## src/pkg/spmux_pkg.sv

```systemverilog
/*
  spmux_pkg: shared constants for the shared parallel pin owner mux.
  Pin index map, register offsets, field positions, reset values and owner codes.
  Assumes: an 8-bit register port and one 200 MHz clock domain.
*/
package spmux_pkg;
  // ==========================================================
  // pin index map on the connector vector
  localparam int SPMUX_NPINS = 17;
  localparam int PIN_D0 = 0;
  localparam int PIN_D6 = 6;
  localparam int PIN_STROBE = 8;
  localparam int PIN_ACK = 9;
  localparam int PIN_BUSY = 10;
  localparam int PIN_PE = 11;
  localparam int PIN_SELECTED_STATUS_LINE = 12;
  localparam int PIN_ALF = 13;
  localparam int PIN_ERR = 14;
  localparam int PIN_INIT = 15;
  localparam int PIN_SLCTIN = 16;

  // ==========================================================
  // register offsets
  localparam logic [7:0] REG_MODE = 8'h25;
  localparam logic [7:0] REG_OWNER = 8'h30;
  localparam logic [7:0] REG_MICRO_DISABLE = 8'h31;
  localparam logic [7:0] REG_UC_DATA = 8'h32;
  localparam logic [7:0] REG_UC_CTRL = 8'h33;
  localparam logic [7:0] REG_PIN_DATA = 8'h34;
  localparam logic [7:0] REG_PIN_STAT = 8'h35;
  localparam logic [7:0] REG_STATE = 8'h36;

  // ==========================================================
  // field positions
  localparam int MODE_LSB = 3;
  localparam int OWN_HOST_BIT = 0;
  localparam int OWN_FDC_ACT_BIT = 1;
  localparam int OWN_FDC_PD_BIT = 2;
  localparam int OWN_PP_ACT_BIT = 3;
  localparam int OWN_PP_PD_BIT = 4;
  localparam int OWN_SWAP_BIT = 5;
  localparam int PORT_EN_BIT = 7;
  localparam int UC_DIR_BIT = 4;
  localparam int STAT_CABLE_LVL_BIT = 5;
  localparam int STAT_CABLE_CHG_BIT = 6;
  localparam int STAT_AUX_BIT = 7;

  // ==========================================================
  // reset values
  localparam logic [1:0] MODE_RST = 2'h0;
  localparam logic [5:0] OWNER_RST = 6'h00;
  localparam logic PORT_EN_RST = 1'b0;
  localparam logic [7:0] UC_DATA_RST = 8'h00;
  localparam logic [4:0] UC_CTRL_RST = 5'h00;

  // ==========================================================
  // device mode field encodings
  localparam logic [1:0] MODE_HOST = 2'h0;
  localparam logic [1:0] MODE_SINGLE = 2'h1;
  localparam logic [1:0] MODE_DUAL = 2'h2;

  // host view of control/status while the host does not own the pins
  localparam logic [7:0] HOST_CTRL_UNOWNED = 8'h04;
  localparam logic [7:0] HOST_STAT_UNOWNED = 8'h48;

  typedef enum logic [1:0] {
    OWN_MICRO,
    OWN_FDC,
    OWN_HOST,
    OWN_NONE
  } spmux_owner_t;
endpackage : spmux_pkg

```

## src/pkg/spmux_fdc_if.sv

```systemverilog
/*
  spmux_fdc_if: carries floppy controller signals and the resulting connector
  drive between the top module and the floppy pin mapper.
  Assumes: all members live in the ref_clk domain.
*/
`timescale 1ns/100ps
interface spmux_fdc_if;
  // asserted-high outputs of the floppy controller, then swap/dual controls and the mapped pin enables
  logic drive_select0_out;
  logic drive_select1_out;
  logic motor_on0_out;
  logic motor_on1_out;
  logic write_stream_out;
  logic write_enable_gate_out;
  logic density_select_out;
  logic head_side_select_out;
  logic step_direction_out;
  logic head_step_out;
  logic drive_swap_bit;
  logic dual_drive;
  logic [16:0] od_oe;

  modport top (
    output drive_select0_out, drive_select1_out, motor_on0_out, motor_on1_out,
    output write_stream_out, write_enable_gate_out, density_select_out,
    output head_side_select_out, step_direction_out, head_step_out,
    output drive_swap_bit, dual_drive,
    input od_oe
  );
  modport mapper (
    input drive_select0_out, drive_select1_out, motor_on0_out, motor_on1_out,
    input write_stream_out, write_enable_gate_out, density_select_out,
    input head_side_select_out, step_direction_out, head_step_out,
    input drive_swap_bit, dual_drive,
    output od_oe
  );
endinterface : spmux_fdc_if

```

## src/verilog/spmux_fdc_map.sv

```systemverilog
/*
  spmux_fdc_map: maps floppy controller outputs onto connector pins as
  open-drain pull-downs, with single/dual drive and drive swap.
  Assumes: the caller registers the result and gates it by ownership.
*/
`timescale 1ns/100ps
module spmux_fdc_map
  import spmux_pkg::*;
(
  spmux_fdc_if.mapper fdc
);
  logic pair0_en;
  logic pair1_en;
  logic sel_a;
  logic sel_b;
  logic mtr_a;
  logic mtr_b;
  logic xchg;

  // ==========================================================
  // drive pair placement
  // swap exchanges drives
  // single mode: swap only picks the live pair, each drive keeps its own pins
  assign xchg = fdc.drive_swap_bit & fdc.dual_drive;
  assign sel_a = xchg ? fdc.drive_select1_out : fdc.drive_select0_out;
  assign sel_b = xchg ? fdc.drive_select0_out : fdc.drive_select1_out;
  assign mtr_a = xchg ? fdc.motor_on1_out : fdc.motor_on0_out;
  assign mtr_b = xchg ? fdc.motor_on0_out : fdc.motor_on1_out;
  assign pair0_en = fdc.dual_drive | fdc.drive_swap_bit;
  assign pair1_en = fdc.dual_drive | ~fdc.drive_swap_bit;

  // ==========================================================
  // open-drain: enable pulls low only while the signal is asserted
  always_comb begin
    fdc.od_oe = '0;
    fdc.od_oe[PIN_STROBE] = pair0_en & sel_a;
    fdc.od_oe[PIN_D6] = pair0_en & mtr_a;
    fdc.od_oe[PIN_ACK] = pair1_en & sel_b;
    fdc.od_oe[PIN_BUSY] = pair1_en & mtr_b;
    fdc.od_oe[PIN_PE] = fdc.write_stream_out;
    fdc.od_oe[PIN_SELECTED_STATUS_LINE] = fdc.write_enable_gate_out;
    fdc.od_oe[PIN_ALF] = fdc.density_select_out;
    fdc.od_oe[PIN_ERR] = fdc.head_side_select_out;
    fdc.od_oe[PIN_INIT] = fdc.step_direction_out;
    fdc.od_oe[PIN_SLCTIN] = fdc.head_step_out;
  end
endmodule : spmux_fdc_map

```

## src/verilog/spmux_top.sv

```systemverilog
/*
  spmux_top: owner mux for the shared parallel connector pins.
  Chooses micro, floppy or host parallel logic per mode field and host flag,
  drives 17 pins as in/out/oe, shapes host read-back while unowned.
  Assumes: pins and supply/cable inputs are asynchronous; everything else,
  including the register port and the floppy and parallel logic, is on ref_clk.
*/
// The register offsets and strobed register access were decided locally.
`timescale 1ns/100ps
module spmux_top
  import spmux_pkg::*;
(
  input wire logic ref_clk,
  input wire logic sys_rst,
  // register port
  input wire logic [7:0] reg_addr,
  input wire logic [7:0] reg_wdata,
  input wire logic reg_wr,
  input wire logic reg_rd,
  output logic [7:0] reg_rdata,
  // connector pins
  input wire logic [16:0] pin_in,
  output logic [16:0] pin_out,
  output logic [16:0] pin_oe,
  input wire logic aux_supply_valid,
  input wire logic cable_type_sense,
  output logic cable_sense_irq,
  // floppy controller, outputs asserted high, status inputs active low
  input wire logic drive_select0_out,
  input wire logic drive_select1_out,
  input wire logic motor_on0_out,
  input wire logic motor_on1_out,
  input wire logic write_stream_out,
  input wire logic write_enable_gate_out,
  input wire logic density_select_out,
  input wire logic head_side_select_out,
  input wire logic step_direction_out,
  input wire logic head_step_out,
  output logic index_pulse_in_n,
  output logic track_zero_in_n,
  output logic write_protect_in_n,
  output logic read_stream_in_n,
  output logic disk_change_in_n,
  // legacy parallel logical device
  input wire logic [16:0] pp_pin_out,
  input wire logic [16:0] pp_pin_oe,
  output logic [16:0] pp_pin_in,
  input wire logic host_data_wr,
  input wire logic [7:0] host_wdata,
  input wire logic [7:0] pp_data_rd,
  input wire logic [7:0] pp_ctrl_rd,
  input wire logic [7:0] pp_stat_rd,
  output logic [7:0] host_data_rd,
  output logic [7:0] host_ctrl_rd,
  output logic [7:0] host_stat_rd
);
  // ==========================================================
  // synchronisers
  logic [16:0] pin_s1_reg;
  logic [16:0] pin_s2_reg;
  logic [1:0] aux_s_reg;
  logic [1:0] cable_s_reg;
  logic cable_d_reg;

  always_ff @(posedge ref_clk) begin
    if (sys_rst) begin
      pin_s1_reg <= '1;
      pin_s2_reg <= '1;
      aux_s_reg <= 2'h0;
      cable_s_reg <= 2'h0;
      cable_d_reg <= 1'b0;
    end else begin
      pin_s1_reg <= pin_in;
      pin_s2_reg <= pin_s1_reg;
      aux_s_reg <= {aux_s_reg[0], aux_supply_valid};
      cable_s_reg <= {cable_s_reg[0], cable_type_sense};
      cable_d_reg <= cable_s_reg[1];
    end
  end

  // ==========================================================
  // configuration registers
  logic [1:0] mode_reg;
  logic [5:0] owner_cfg_reg;
  logic port_en_reg;
  logic [7:0] uc_data_reg;
  logic [4:0] uc_ctrl_reg;
  logic cable_chg_reg;
  logic cable_edge;

  always_ff @(posedge ref_clk) begin
    if (sys_rst) begin
      mode_reg <= MODE_RST;
      owner_cfg_reg <= OWNER_RST;
      port_en_reg <= PORT_EN_RST;
      uc_data_reg <= UC_DATA_RST;
      uc_ctrl_reg <= UC_CTRL_RST;
    end else if (reg_wr) begin
      unique case (reg_addr)
        REG_MODE: mode_reg <= reg_wdata[MODE_LSB +: 2];
        REG_OWNER: owner_cfg_reg <= reg_wdata[5:0];
        REG_MICRO_DISABLE: port_en_reg <= reg_wdata[PORT_EN_BIT];
        REG_UC_DATA: uc_data_reg <= reg_wdata;
        REG_UC_CTRL: uc_ctrl_reg <= reg_wdata[4:0];
        default: ;
      endcase
    end
  end

  assign cable_edge = cable_s_reg[1] ^ cable_d_reg;

  // sticky change flag, write one to clear; a new edge beats the clear
  always_ff @(posedge ref_clk) begin
    if (sys_rst) begin
      cable_chg_reg <= 1'b0;
      cable_sense_irq <= 1'b0;
    end else begin
      cable_sense_irq <= cable_edge;
      if (cable_edge) begin
        cable_chg_reg <= 1'b1;
      end else if (reg_wr && reg_addr == REG_PIN_STAT && reg_wdata[STAT_CABLE_CHG_BIT]) begin
        cable_chg_reg <= 1'b0;
      end
    end
  end

  // ==========================================================
  // ownership decode
  spmux_owner_t owner;
  logic host_flag;
  logic owner_live;

  assign host_flag = owner_cfg_reg[OWN_HOST_BIT];

  always_comb begin
    owner = OWN_NONE;
    if (!host_flag) begin
      owner = OWN_MICRO;
    end else if (mode_reg == MODE_SINGLE || mode_reg == MODE_DUAL) begin
      owner = OWN_FDC;
    end else if (mode_reg == MODE_HOST) begin
      owner = OWN_HOST;
    end
  end

  always_comb begin
    owner_live = 1'b0;
    unique case (owner)
      OWN_MICRO: owner_live = 1'b1;
      OWN_FDC: owner_live = owner_cfg_reg[OWN_FDC_ACT_BIT] & ~owner_cfg_reg[OWN_FDC_PD_BIT];
      OWN_HOST: owner_live = owner_cfg_reg[OWN_PP_ACT_BIT] & ~owner_cfg_reg[OWN_PP_PD_BIT] & port_en_reg;
      OWN_NONE: owner_live = 1'b0;
    endcase
  end

  // ==========================================================
  // floppy mapping
  spmux_fdc_if fdc_bus ();

  assign fdc_bus.drive_select0_out = drive_select0_out;
  assign fdc_bus.drive_select1_out = drive_select1_out;
  assign fdc_bus.motor_on0_out = motor_on0_out;
  assign fdc_bus.motor_on1_out = motor_on1_out;
  assign fdc_bus.write_stream_out = write_stream_out;
  assign fdc_bus.write_enable_gate_out = write_enable_gate_out;
  assign fdc_bus.density_select_out = density_select_out;
  assign fdc_bus.head_side_select_out = head_side_select_out;
  assign fdc_bus.step_direction_out = step_direction_out;
  assign fdc_bus.head_step_out = head_step_out;
  assign fdc_bus.drive_swap_bit = owner_cfg_reg[OWN_SWAP_BIT];
  assign fdc_bus.dual_drive = (mode_reg == MODE_DUAL);

  spmux_fdc_map u_fdc_map (
    .fdc(fdc_bus.mapper)
  );

  // ==========================================================
  // pin drive select, registered
  logic [16:0] uc_out;
  logic [16:0] uc_oe;

  always_comb begin
    uc_out = '1;
    uc_oe = '1;
    uc_out[7:0] = uc_data_reg;
    uc_oe[7:0] = {8{~uc_ctrl_reg[UC_DIR_BIT]}};
    uc_out[PIN_STROBE] = uc_ctrl_reg[0];
    uc_out[PIN_ALF] = uc_ctrl_reg[1];
    uc_out[PIN_INIT] = uc_ctrl_reg[2];
    uc_out[PIN_SLCTIN] = uc_ctrl_reg[3];
    // status lines stay inputs for the micro
    uc_oe[PIN_ACK] = 1'b0;
    uc_oe[PIN_BUSY] = 1'b0;
    uc_oe[PIN_PE] = 1'b0;
    uc_oe[PIN_SELECTED_STATUS_LINE] = 1'b0;
    uc_oe[PIN_ERR] = 1'b0;
  end

  always_ff @(posedge ref_clk) begin
    if (sys_rst) begin
      pin_out <= '0;
      pin_oe <= '0;
    end else if (!aux_s_reg[1] || !owner_live) begin
      pin_out <= '0;
      pin_oe <= '0;
    end else begin
      unique case (owner)
        OWN_MICRO: begin
          pin_out <= uc_out;
          pin_oe <= uc_oe;
        end
        OWN_FDC: begin
          pin_out <= '0;
          pin_oe <= fdc_bus.od_oe;
        end
        OWN_HOST: begin
          pin_out <= pp_pin_out;
          pin_oe <= pp_pin_oe;
        end
        OWN_NONE: begin
          pin_out <= '0;
          pin_oe <= '0;
        end
      endcase
    end
  end

  // ==========================================================
  // floppy inputs and parallel device inputs
  always_ff @(posedge ref_clk) begin
    if (sys_rst) begin
      index_pulse_in_n <= 1'b1;
      track_zero_in_n <= 1'b1;
      write_protect_in_n <= 1'b1;
      read_stream_in_n <= 1'b1;
      disk_change_in_n <= 1'b1;
      pp_pin_in <= '1;
    end else begin
      if (owner == OWN_FDC) begin
        index_pulse_in_n <= pin_s2_reg[PIN_D0];
        track_zero_in_n <= pin_s2_reg[PIN_D0 + 1];
        write_protect_in_n <= pin_s2_reg[PIN_D0 + 2];
        read_stream_in_n <= pin_s2_reg[PIN_D0 + 3];
        disk_change_in_n <= pin_s2_reg[PIN_D0 + 4];
      end else begin
        index_pulse_in_n <= 1'b1;
        track_zero_in_n <= 1'b1;
        write_protect_in_n <= 1'b1;
        read_stream_in_n <= 1'b1;
        disk_change_in_n <= 1'b1;
      end
      // host sees idle pins unless owner
      pp_pin_in <= (owner == OWN_HOST) ? pin_s2_reg : '1;
    end
  end

  // ==========================================================
  // host read-back of legacy registers
  logic [7:0] host_last_wr_reg;

  always_ff @(posedge ref_clk) begin
    if (sys_rst) begin
      host_last_wr_reg <= 8'h00;
    end else if (host_data_wr) begin
      host_last_wr_reg <= host_wdata;
    end
  end

  always_ff @(posedge ref_clk) begin
    if (sys_rst) begin
      host_data_rd <= 8'h00;
      host_ctrl_rd <= HOST_CTRL_UNOWNED;
      host_stat_rd <= HOST_STAT_UNOWNED;
    end else if (owner == OWN_HOST) begin
      host_data_rd <= pp_data_rd;
      host_ctrl_rd <= pp_ctrl_rd;
      host_stat_rd <= pp_stat_rd;
    end else begin
      host_data_rd <= host_data_wr ? host_wdata : host_last_wr_reg;
      host_ctrl_rd <= HOST_CTRL_UNOWNED;
      host_stat_rd <= HOST_STAT_UNOWNED;
    end
  end

  // ==========================================================
  // register read port, data one cycle after the strobe
  always_ff @(posedge ref_clk) begin
    if (sys_rst) begin
      reg_rdata <= 8'h00;
    end else if (reg_rd) begin
      unique case (reg_addr)
        REG_MODE: reg_rdata <= {3'h0, mode_reg, 3'h0};
        REG_OWNER: reg_rdata <= {2'h0, owner_cfg_reg};
        REG_MICRO_DISABLE: reg_rdata <= {port_en_reg, 7'h00};
        REG_UC_DATA: reg_rdata <= uc_data_reg;
        REG_UC_CTRL: reg_rdata <= {3'h0, uc_ctrl_reg};
        REG_PIN_DATA: reg_rdata <= pin_s2_reg[7:0];
        REG_PIN_STAT: reg_rdata <= {aux_s_reg[1], cable_chg_reg, cable_s_reg[1],
                                    pin_s2_reg[PIN_ERR], pin_s2_reg[PIN_SELECTED_STATUS_LINE], pin_s2_reg[PIN_PE],
                                    pin_s2_reg[PIN_BUSY], pin_s2_reg[PIN_ACK]};
        REG_STATE: reg_rdata <= {5'h00, owner_live, owner};
        default: reg_rdata <= 8'h00;
      endcase
    end else begin
      reg_rdata <= 8'h00;
    end
  end
endmodule : spmux_top
```

## config.mk

```make
export PLATFORM = sky130hd
export DESIGN_NAME = spmux_top
export DESIGN_NICKNAME = d
export VERILOG_FILES = /design/src/pkg/spmux_pkg.sv /design/src/pkg/spmux_fdc_if.sv /design/src/verilog/spmux_fdc_map.sv /design/src/verilog/spmux_top.sv
export SDC_FILE = /design/constraint.sdc
export NUM_CORES = 1
export LEC_CHECK = 0
export BUFFER_PORTS_ARGS = -buffer_cell sky130_fd_sc_hd__buf_4
export CORE_UTILIZATION = 49
export DETAILED_ROUTE_END_ITERATION = 16
export GPL_ROUTABILITY_DRIVEN = 0
export HOLD_SLACK_MARGIN = 0.15
export PLACE_DENSITY = 0.8
export SETUP_SLACK_MARGIN = 0.15
export SLEW_MARGIN = 20
export SYNTH_ARGS = -nofsm -noshare
export SYNTH_HDL_FRONTEND = slang
export SYNTH_SLANG_ARGS = --single-unit
```

## constraint.sdc

```tcl
create_clock -name ref_clk -period 2 [get_ports ref_clk]
set_input_delay 0.4 -clock ref_clk [delete_from_list [all_inputs] [get_ports ref_clk]]
set_output_delay 0.4 -clock ref_clk [all_outputs]
set_load 0.01 [all_outputs]
```

==> results of run 1 <==
==> report_power, final <==
group | internal [mW] | switching (mW) | total (mW)
logic | 0.346 | 0.211 | 0.557
registers | 3.23 | 0.0237 | 3.26
clock network | 1.85 | 1.39 | 3.24
==> critical path: stages (launching register included) <==
cell	delay (ps)
dfxtp_1	360
inv_1	80
ha_1	330
nor2b_2	150
buf_4	160
and2_2	210
buf_12	160
nand2_1	60
a21oi_1	160
==> path summary, 6_finish.rpt <==
| check | end | from | slack, ps |
|---|---|---|---|
| max reg2reg | pin_oe[0] | mode_reg[0] | 240 |
| min reg2reg | pin_s2_reg[15] | pin_s1_reg[15] | 410 |
| min | mode_reg[1] | reg_wdata[4] | 180 |
| max | pin_oe[0] | mode_reg[0] | 240 |
==> stage by stage <==
| stage | hold WS (ps) | worst slack (ps) |
|---|---|---|
| finish | 177 | 244 |
| global placement | 392 | 32.8 |
| detailed placement | 392 | -48.3 |
| global route | 173 | 159 |
| floorplan | 389 | 250 |
| CTS | 150 | 191 |
==> cells in the mapped netlist (2+ instances only) <==
library cell,number
a21o_1,3
a21oi_1,26
a22o_1,2
a22oi_1,21
a31oi_1,5
and3_1,16
buf_1,3
buf_2,4
buf_6,4
clkbuf_1,22
clkbuf_2,2
dfxtp_1,159
dlygate4sd1_1,2
ha_1,2
inv_1,8
mux2_2,4
mux2i_1,35
nand2_1,27
nand2b_1,2
nand3_1,6
nand3_2,2
nand4_1,4
nor2_1,56
nor2b_1,12
nor3_1,5
o21ai_0,16
o22a_1,9
o22ai_1,2
or2_2,34
or3_1,23
==> cell type report <==
cell class	count	area share [%]
tap	140	2.03
timing repair buffer	304	29.3
sequential	159	37.0
multi-input combinational	330	24.4
clock buffer	18	4.97
inverter	8	0.349
clock inverter	14	1.98
==> cells by family after synthesis <==
family / synth area share, %
simple gates: 19.5
flops: 57.9
compound gates: 10.8
buf+inv: 4.07
mux: 7.19
fa+ha+maj: 0.455
xor+xnor: 0.159
==> what timing repair did <==
action | in CTS | in global routing
hold buffers | 79 | 0
endpoints found under the hold margin | 86 | 0
gates resized for setup | 0 | 3
setup endpoints to repair | 0 | 15
==> layer usage <==
metal  GRT usage (%)  wire, microns  vias up
met5               0              0        -
met4            11.9            424        0
met3            6.60           1070       44
met2            52.8           8800      251
met1            30.6           6450     2397
li1                -              -     2403
==> results by group, run 1 <==
Logic synthesis
  – Biggest area consumer among synthesized cells: dfxtp_1
  – Syn nets: 653
  – Cells after Synth: 535
  – Share of async-settable or async-resettable flops after synthesis: 0%
  – Post-synth EDFFs: 0
  – Largest cells by area after synthesis: dfxtp_1 (58%), mux2i_1 (6.4%), or2_2 (3.9%), nor2_1 (3.8%), a22oi_1 (2.9%)
  – Mapped Area: 5500 sq um
  – Avg Synthesized Cell Area: 10.3 sq um
  – Number of distinct library cells after synthesis: between 40 and 50
  – Syn. warnings: 0
  – #FFs+latches synth: 159
  – Top_reg_cell synth: dfxtp_1
  – Top-area cell type share of the netlist area: 57.9%
  – Seq/Total Area, Yosys: 57.9%

Clock network
  – Clock sink count: between 150 and 200
  – Clk_lat worst skew: between 500 and 600 ps
  – Clock-pin slew on the worst setup and hold paths: 70 ps
  – CTS tree: done
  – # H-tree levels: 4
  – Root Buffer: clkbuf_8
  – Clock Path Buffers: 2
  – Total CTS buffers: 17
  – Post-CTS Setup Inserts: 0

Placed design
  – # placed instances: 861
  – Port Buffer Count: about 200
  – HPWL Detailed: 10.6 mm
  – Area post-placement: 7190 sq um

Min path
  – Worst hold path depth: 3
  – Hold Path Class: input pin to flop

GRT
  – Number of global-route vias before repair: 5002
  – Largest net degree at the start of global routing: 52
  – Gr usage total: 28.4%
  – First-pass GRT wire length: 24.9 mm
  – Global route overflow: 0
  – Initial antenna violation count: 0

Final layout
  – Final Cell Area: 8610 sq um
  – Share of cells above drive strength 1: 37.1%
  – Nets: 938
  – Area of the multi-input gates: around 2100 sq um
  – FF/Latch Area: 3180 sq um
  – Antenna Cells: 0
  – Most frequent cells in the layout: buf_4 (222), dfxtp_1 (159), dlygate4sd3_1 (79)
  – Area Overhead vs Synth: 56.6%
  – Commonest non-fill, non-tap cell in the layout: buf_4
  – Post-layout util: between 70% and 80%
  – Non-filler instance count after layout: 973
  – # fillers: about 670

Critical path
  – Worst endpoint data arrival time: between 2000 and 2500 ps
  – Crit-path max FO: 17
  – Worst EP required: 2450 ps
  – Cells on worst reg2reg path: 8
  – Crit Path Class: flop to flop
  – Critical path launch point type: flop
  – CP endpoint kind: flop

Routing
  – Post-route ant nets: 0
  – DRC viols: 0
  – DR WL/cell: 17.2 microns
  – Via count: a little over 5000
  – WL final: around 17 mm
  – 1st-pass router iterations: 6
  – Via-per-instance ratio: 5.24
  – Initial drt markers: 547

Pwr
  – Total power: ~7 mW
  – Peak supply drop: 489 uV
  – Pwr dens: 819 nW/um^2
  – LEAKAGE: approximately 3.9 nW

Timing
  – Max-slew headroom: 67.1%
  – Crit share post-route: 87.8%
  – Unrepaired setup endpoints after global routing: no
  – Post-Route Setup TNS: 0 ps
  – Period minus WS final: approximately 1800 ps
  – Final setup vio count: 0
  – Final hold vios: 0
  – Peak Freq: between 0.5 and 0.6 GHz
  – Clk_skew: 7.85 ps
  – Final count of pins violating max slew: 0
  – Worst-Margin Slew: roughly 490 ps

Status
  – Outcome: finished clean

Floorplanning
  – FP Rows: 38
  – Core ar.: 10900 sq um
  – Initial Util: 50.5%
  – DIE HEIGHT: 108 microns
  – Die area: 11600 sq um
  – Top Ports: 205
  – Die X: 108 microns

Flow run
  – Number of max-cap violations: 0
Power figures use the tool's default switching activity.
==> run 2, diff against run 1 <==
Settings changed: BUFFER_PORTS_ARGS -buffer_cell sky130_fd_sc_hd__buf_4 to unset, CORE_UTILIZATION 49 to 55, DONT_BUFFER_PORTS set to 1, PLACE_DENSITY 0.8 to 0.7.
==> results by group, run 2 (synthesized netlist as in run 1, its figures left out) <==
Min path
  – Hold Path Class: input pin to flop
  – Hold_sp: reg_wr
  – Worst hold path depth: 3 (unchanged)
  – Min-Delay Endpoint: owner_cfg_reg[3]

Critical path
  – Reg2reg end: pin_oe[0]
  – Cells on worst reg2reg path: 8 (unchanged)
  – R2R setup slack: 270 ps (+20 ps)
  – R2R Path Start: mode_reg[0]
  – Crit-path max FO: 17 (unchanged)
  – Worst EP required: 2430 ps (-20 ps)
  – CP endpoint kind: flop
  – Crit Path Class: flop to flop
  – Worst endpoint data arrival time: 2160 ps (-40 ps)
  – Critical path launch point type: flop

Timing
  – Peak Freq: 0.578 GHz (+1.4%)
  – Unrepaired setup endpoints after global routing: no
  – Post-Route Setup TNS: 0 ps (unchanged)
  – Clk_skew: 7.93 ps (+0.0830 ps)
  – Final worst slack: 269 ps (+25.0 ps)
  – Final count of pins violating max slew: 0 (unchanged)
  – Final setup vio count: 0 (unchanged)
  – Crit share post-route: 86.6% (-1.2 points)
  – Final hold vios: 0 (unchanged)
  – Period minus WS final: 1730 ps (-25.0 ps)
  – Max-slew headroom: 68.1% (+0.96 points)
  – Worst-Margin Slew: 476 ps (-15.6 ps)

GRT
  – Initial antenna violation count: 0 (unchanged)
  – Global route overflow: 0 (unchanged)
  – Largest net degree at the start of global routing: 95 (+83%)
  – First-pass GRT wire length: 21.5 mm (-14%)
  – Gr usage total: 27.8% (-0.64 points)
  – Number of global-route vias before repair: 4111 (-18%)

Pwr
  – Pwr dens: 928 nW/um^2 (+13%)
  – Peak supply drop: 637 uV (+30%)
  – Total power: 6.86 mW (-2.8%)
  – LEAKAGE: 3.01 nW (-22%)

Floorplanning
  – FP Rows: 36 (-5.3%)
  – Die area: 10400 sq um (-11%)
  – Core ar.: 9730 sq um (-11%)
  – Initial Util: 56.5% (+6.0 points)
  – DIE HEIGHT: 102 microns (-5.5%)
  – Die X: 102 microns (-5.5%)
  – Top Ports: 205 (unchanged)

Routing
  – DR WL/cell: 18.5 microns (+7.7%)
  – Via-per-instance ratio: 5.40 (+3.2%)
  – WL final: 14.7 mm (-13%)
  – Wire length on met2: 7.13 mm (-19%)
  – Met3 Routed Length: 1.17 mm (+9.6%)
  – Initial drt markers: 221 (-60%)
  – Via count: 4269 (-16%)
  – 1st-pass router iterations: 4 (-2)
  – Post-route ant nets: 0 (unchanged)
  – DRC viols: 0 (unchanged)
  – Met1 wire length: 5.89 mm (-8.8%)
  – Max layer used: met4

Clock network
  – Clk_lat worst skew: 510 ps (about the same)
  – Clock-pin slew on the worst setup and hold paths: 60 ps (about the same)
  – Clock Path Buffers: 2 (unchanged)
  – Clock sink count: 159 (unchanged)
  – CTS tree: done
  – # H-tree levels: 4 (unchanged)
  – Root Buffer: clkbuf_8
  – Total CTS buffers: 17 (unchanged)

Status
  – Outcome: finished clean

Final layout
  – Most frequent cells in the layout: dfxtp_1 (159), dlygate4sd3_1 (108), nor2_1 (56)
  – Commonest non-fill, non-tap cell in the layout: dfxtp_1
  – Share of cells above drive strength 1: 15.5% (-22 points)
  – # fillers: 646 (-3.3%)
  – Area Overhead vs Synth: 34.5%
  – Antenna Cells: 0 (unchanged)
  – Post-layout util: 76.0% (-3.1 points)
  – Nets: 762 (-19%)

Flow run
  – Number of max-cap violations: 0 (unchanged)

Placed design
  – Port Buffer Count: 0 (-100%)
  – HPWL Detailed: 8.64 mm (-18%)
  – Pre-CTS WS: 126 ps (+174 ps)
## run 2: changes by cell type in the layout (fill, tap and decap cells not counted), sizes merged
cell and change:
buf -205, bufinv +1, clkbuf +2, clkinv +3, clkinvlp -2, dlygate4sd3 +29, inv -4
## run 2: area by class of cell
type,instances,area (sq um),share of cell area (%)
clock inverters,12,156,2.11
multi-input cells,330,2110,28.5
well taps,133,166,2.25
flip-flops and latches,159,3180,43.0
repair buffers,128,1310,17.7
inverters,8,30.0,0.406
clock buffers,20,445,6.02
## run 2: critical path, cell delays in order, from the launching register on
cell     delay, ps
dfxtp_1        360
inv_1          110
ha_4           270
nor2b_1        140
buf_4          160
and2_2         210
buf_12         170
nand2_1         70
a21oi_1        170
## run 2: metrics by stage
step,cells,area (sq um),hold slack [ps]
floorplan,535,5500,389
global placement,648,5650,392
detailed placement,648,5650,393
CTS,789,7360,155
global route,790,7400,190
finish,790,7400,183
## run 2: where the power goes
part           switching (mW)  leakage [nW]  internal (mW)
clock                    1.25         0.296           1.98
sequential             0.0363          1.30           3.24
combinational           0.134          1.41          0.231
total                    1.42          3.01           5.44
## run 2: per-layer routing
metal  global-route usage (%)  vias up
li1                         -     2061
met1                     32.0     1985
met2                     46.8      185
met3                     8.76       38
met4                     13.3        0
met5                        0        -
## run 2: worst max path at each step
| stage | to | start | cells past startpoint |
|---|---|---|---|
| 2_1_floorplan | pp_pin_in[14] | mode_reg[0] | 7 |
| 3_3_place_gp | owner_cfg_reg[5] | reg_addr[3] | 6 |
| 3_5_place_dp | uc_data_reg[6] | reg_addr[3] | 5 |
| 4_1_cts | pin_oe[7] | mode_reg[0] | 8 |
| 5_1_grt | pin_oe[0] | mode_reg[0] | 8 |
| 6_report | pin_oe[0] | mode_reg[0] | 8 |
## run 2: timing repair
item,4_1_cts,5_1_grt
endpoints found under the setup margin,0,30
hold endpoints to repair,153,0
hold buffers,109,0
gates resized for setup,0,2
buffers inserted,0,0
==> run 3, diff against run 2 <==
Settings changed: RECOVER_POWER set to 50.
==> results by group, run 3 (synthesized netlist as in run 1, its figures left out) <==
Flow run
  – Number of max-cap violations: 0 (unchanged)

Critical path
  – Worst EP required: 2350 ps (-80 ps)
  – Crit Path Class: input pin to flop
  – R2R setup slack: 270 ps (about the same)
  – Critical path launch point type: input pin
  – Worst setup path startpoint: reg_addr[3]
  – Crit-path max FO: 7 (-10)
  – CP endpoint kind: flop
  – Worst endpoint data arrival time: 2130 ps (-30 ps)
  – R2R Path Start: mode_reg[0]

Floorplanning
  – Initial Util: 56.5% (unchanged)
  – Die X: 102 microns (unchanged)
  – FP Rows: 36 (unchanged)
  – Top Ports: 205 (unchanged)
  – DIE HEIGHT: 102 microns (unchanged)
  – Core ar.: 9730 sq um (unchanged)
  – Die area: 10400 sq um (unchanged)

Clock network
  – # H-tree levels: 4 (unchanged)
  – Post-CTS Setup Inserts: 0 (unchanged)
  – CTS tree: done
  – Clock-pin slew on the worst setup and hold paths: 60 ps (about the same)
  – Clock sink count: 159 (unchanged)
  – Total CTS buffers: 17 (unchanged)
  – Clock Path Buffers: 2 (unchanged)
  – Clk_lat worst skew: 510 ps (about the same)
  – Root Buffer: clkbuf_8

Timing
  – Max-slew headroom: 44.1% (-24 points)
  – Post-Route Setup TNS: 0 ps (unchanged)
  – Peak Freq: 0.563 GHz (-2.5%)
  – Final setup vio count: 0 (unchanged)
  – Clk_skew: 8.70 ps (+0.766 ps)
  – Worst-Margin Slew: 838 ps (+362 ps)
  – Crit share post-route: 88.8% (+2.2 points)
  – Final hold vios: 0 (unchanged)
  – Unrepaired setup endpoints after global routing: no
  – Period minus WS final: 1780 ps (+44.3 ps)
  – Final count of pins violating max slew: 0 (unchanged)

Final layout
  – # fillers: 654 (+1.2%)
  – Antenna Cells: 0 (unchanged)
  – Area of the multi-input gates: 2090 sq um (-0.95%)
  – Share of cells above drive strength 1: 14.8% (-0.76 points)
  – Most frequent cells in the layout: dfxtp_1 (159), dlygate4sd3_1 (108), nor2_1 (56)
  – FF/Latch Area: 3180 sq um (unchanged)
  – Commonest non-fill, non-tap cell in the layout: dfxtp_1
  – Area Overhead vs Synth: 33.7%
  – Final Cell Area: 7350 sq um (-0.64%)
  – Nets: 762 (unchanged)

GRT
  – First-pass GRT wire length: 21.5 mm (unchanged)
  – Largest net degree at the start of global routing: 95 (unchanged)
  – Global route overflow: 0 (unchanged)
  – Initial antenna violation count: 0 (unchanged)
  – Number of global-route vias before repair: 4111 (unchanged)
  – Gr usage total: 27.8% (unchanged)

Status
  – Outcome: finished clean

Pwr
  – Pwr dens: 933 nW/um^2 (+0.62%)
  – LEAKAGE: 2.98 nW (-0.74%)
  – Peak supply drop: 638 uV (about the same)

Placed design
  – Area post-placement: 5650 sq um (unchanged)
  – Port Buffer Count: 0 (unchanged)
  – HPWL Detailed: 8.64 mm (unchanged)

Routing
  – DR WL/cell: 18.6 microns (+0.18%)
  – 1st-pass router iterations: 4 (unchanged)
  – Via count: 4254 (-0.35%)
  – DRC viols: 0 (unchanged)
  – Post-route ant nets: 0 (unchanged)
  – WL final: 14.7 mm (+0.18%)
  – Initial drt markers: 249 (+13%)
  – Via-per-instance ratio: 5.38 (-0.35%)

Min path
  – Hold_sp: reg_wr
  – Hold Path Class: input pin to flop
run 3: layout make-up:
type | instances | share of cell area [%]
clock buffer | 20 | 6.06
multi-input combinational | 330 | 28.4
sequential | 159 | 43.3
tap | 133 | 2.26
clock inverter | 12 | 2.13
inverter | 8 | 0.409
timing repair buffer | 128 | 17.4
run 3: final timing paths:
path,end,cells after the start
worst max-delay path,owner_cfg_reg[4],6
worst min-delay path,owner_cfg_reg[3],3
worst max register to register,pin_oe[0],8
worst min register to register,pin_s2_reg[4],1
run 3: stage by stage:
stage | hold slack, ps | cells | power (mW) | utilization (%) | setup WS, ps
after floorplan | 389 | 535 | 3.49 | - | 250
after global placement | 392 | 648 | 3.48 | 58.0 | 194
after detailed placement | 393 | 648 | 3.48 | 58.0 | 126
after CTS | 155 | 789 | 6.89 | 75.6 | 213
after global routing | 190 | 790 | 7.09 | 75.5 | 148
final | 183 | 790 | 6.86 | 75.5 | 225
run 3: repair_timing:
action                                 4_1_cts  5_1_grt
endpoints found under the hold margin      153        0
setup endpoints to repair                    0       30
hold buffers                               109        0
resized for setup                            0        2
run 3: routing by layer:
layer | vias to the layer above | wire (microns) | track usage, %
met5 | - | 0 | 0
met4 | 0 | 451 | 13.3
met3 | 39 | 1090 | 8.76
met2 | 176 | 7170 | 46.8
met1 | 1982 | 5970 | 32.0
li1 | 2057 | - | -
run 3: worst max-delay path: stages:
cell,delay (ps)
or4b_1,570
nor3_1,350
clkbuf_1,380
nand3_4,190
mux2i_1,180
nor2_1,60
run 3: report_power, final:
| part | total [mW] | switching (mW) | internal (mW) |
|---|---|---|---|
| Combinational | 0.358 | 0.133 | 0.225 |
| Clock | 3.23 | 1.25 | 1.98 |
| Sequential | 3.27 | 0.0363 | 3.24 |
| Total | 6.86 | 1.42 | 5.44 |
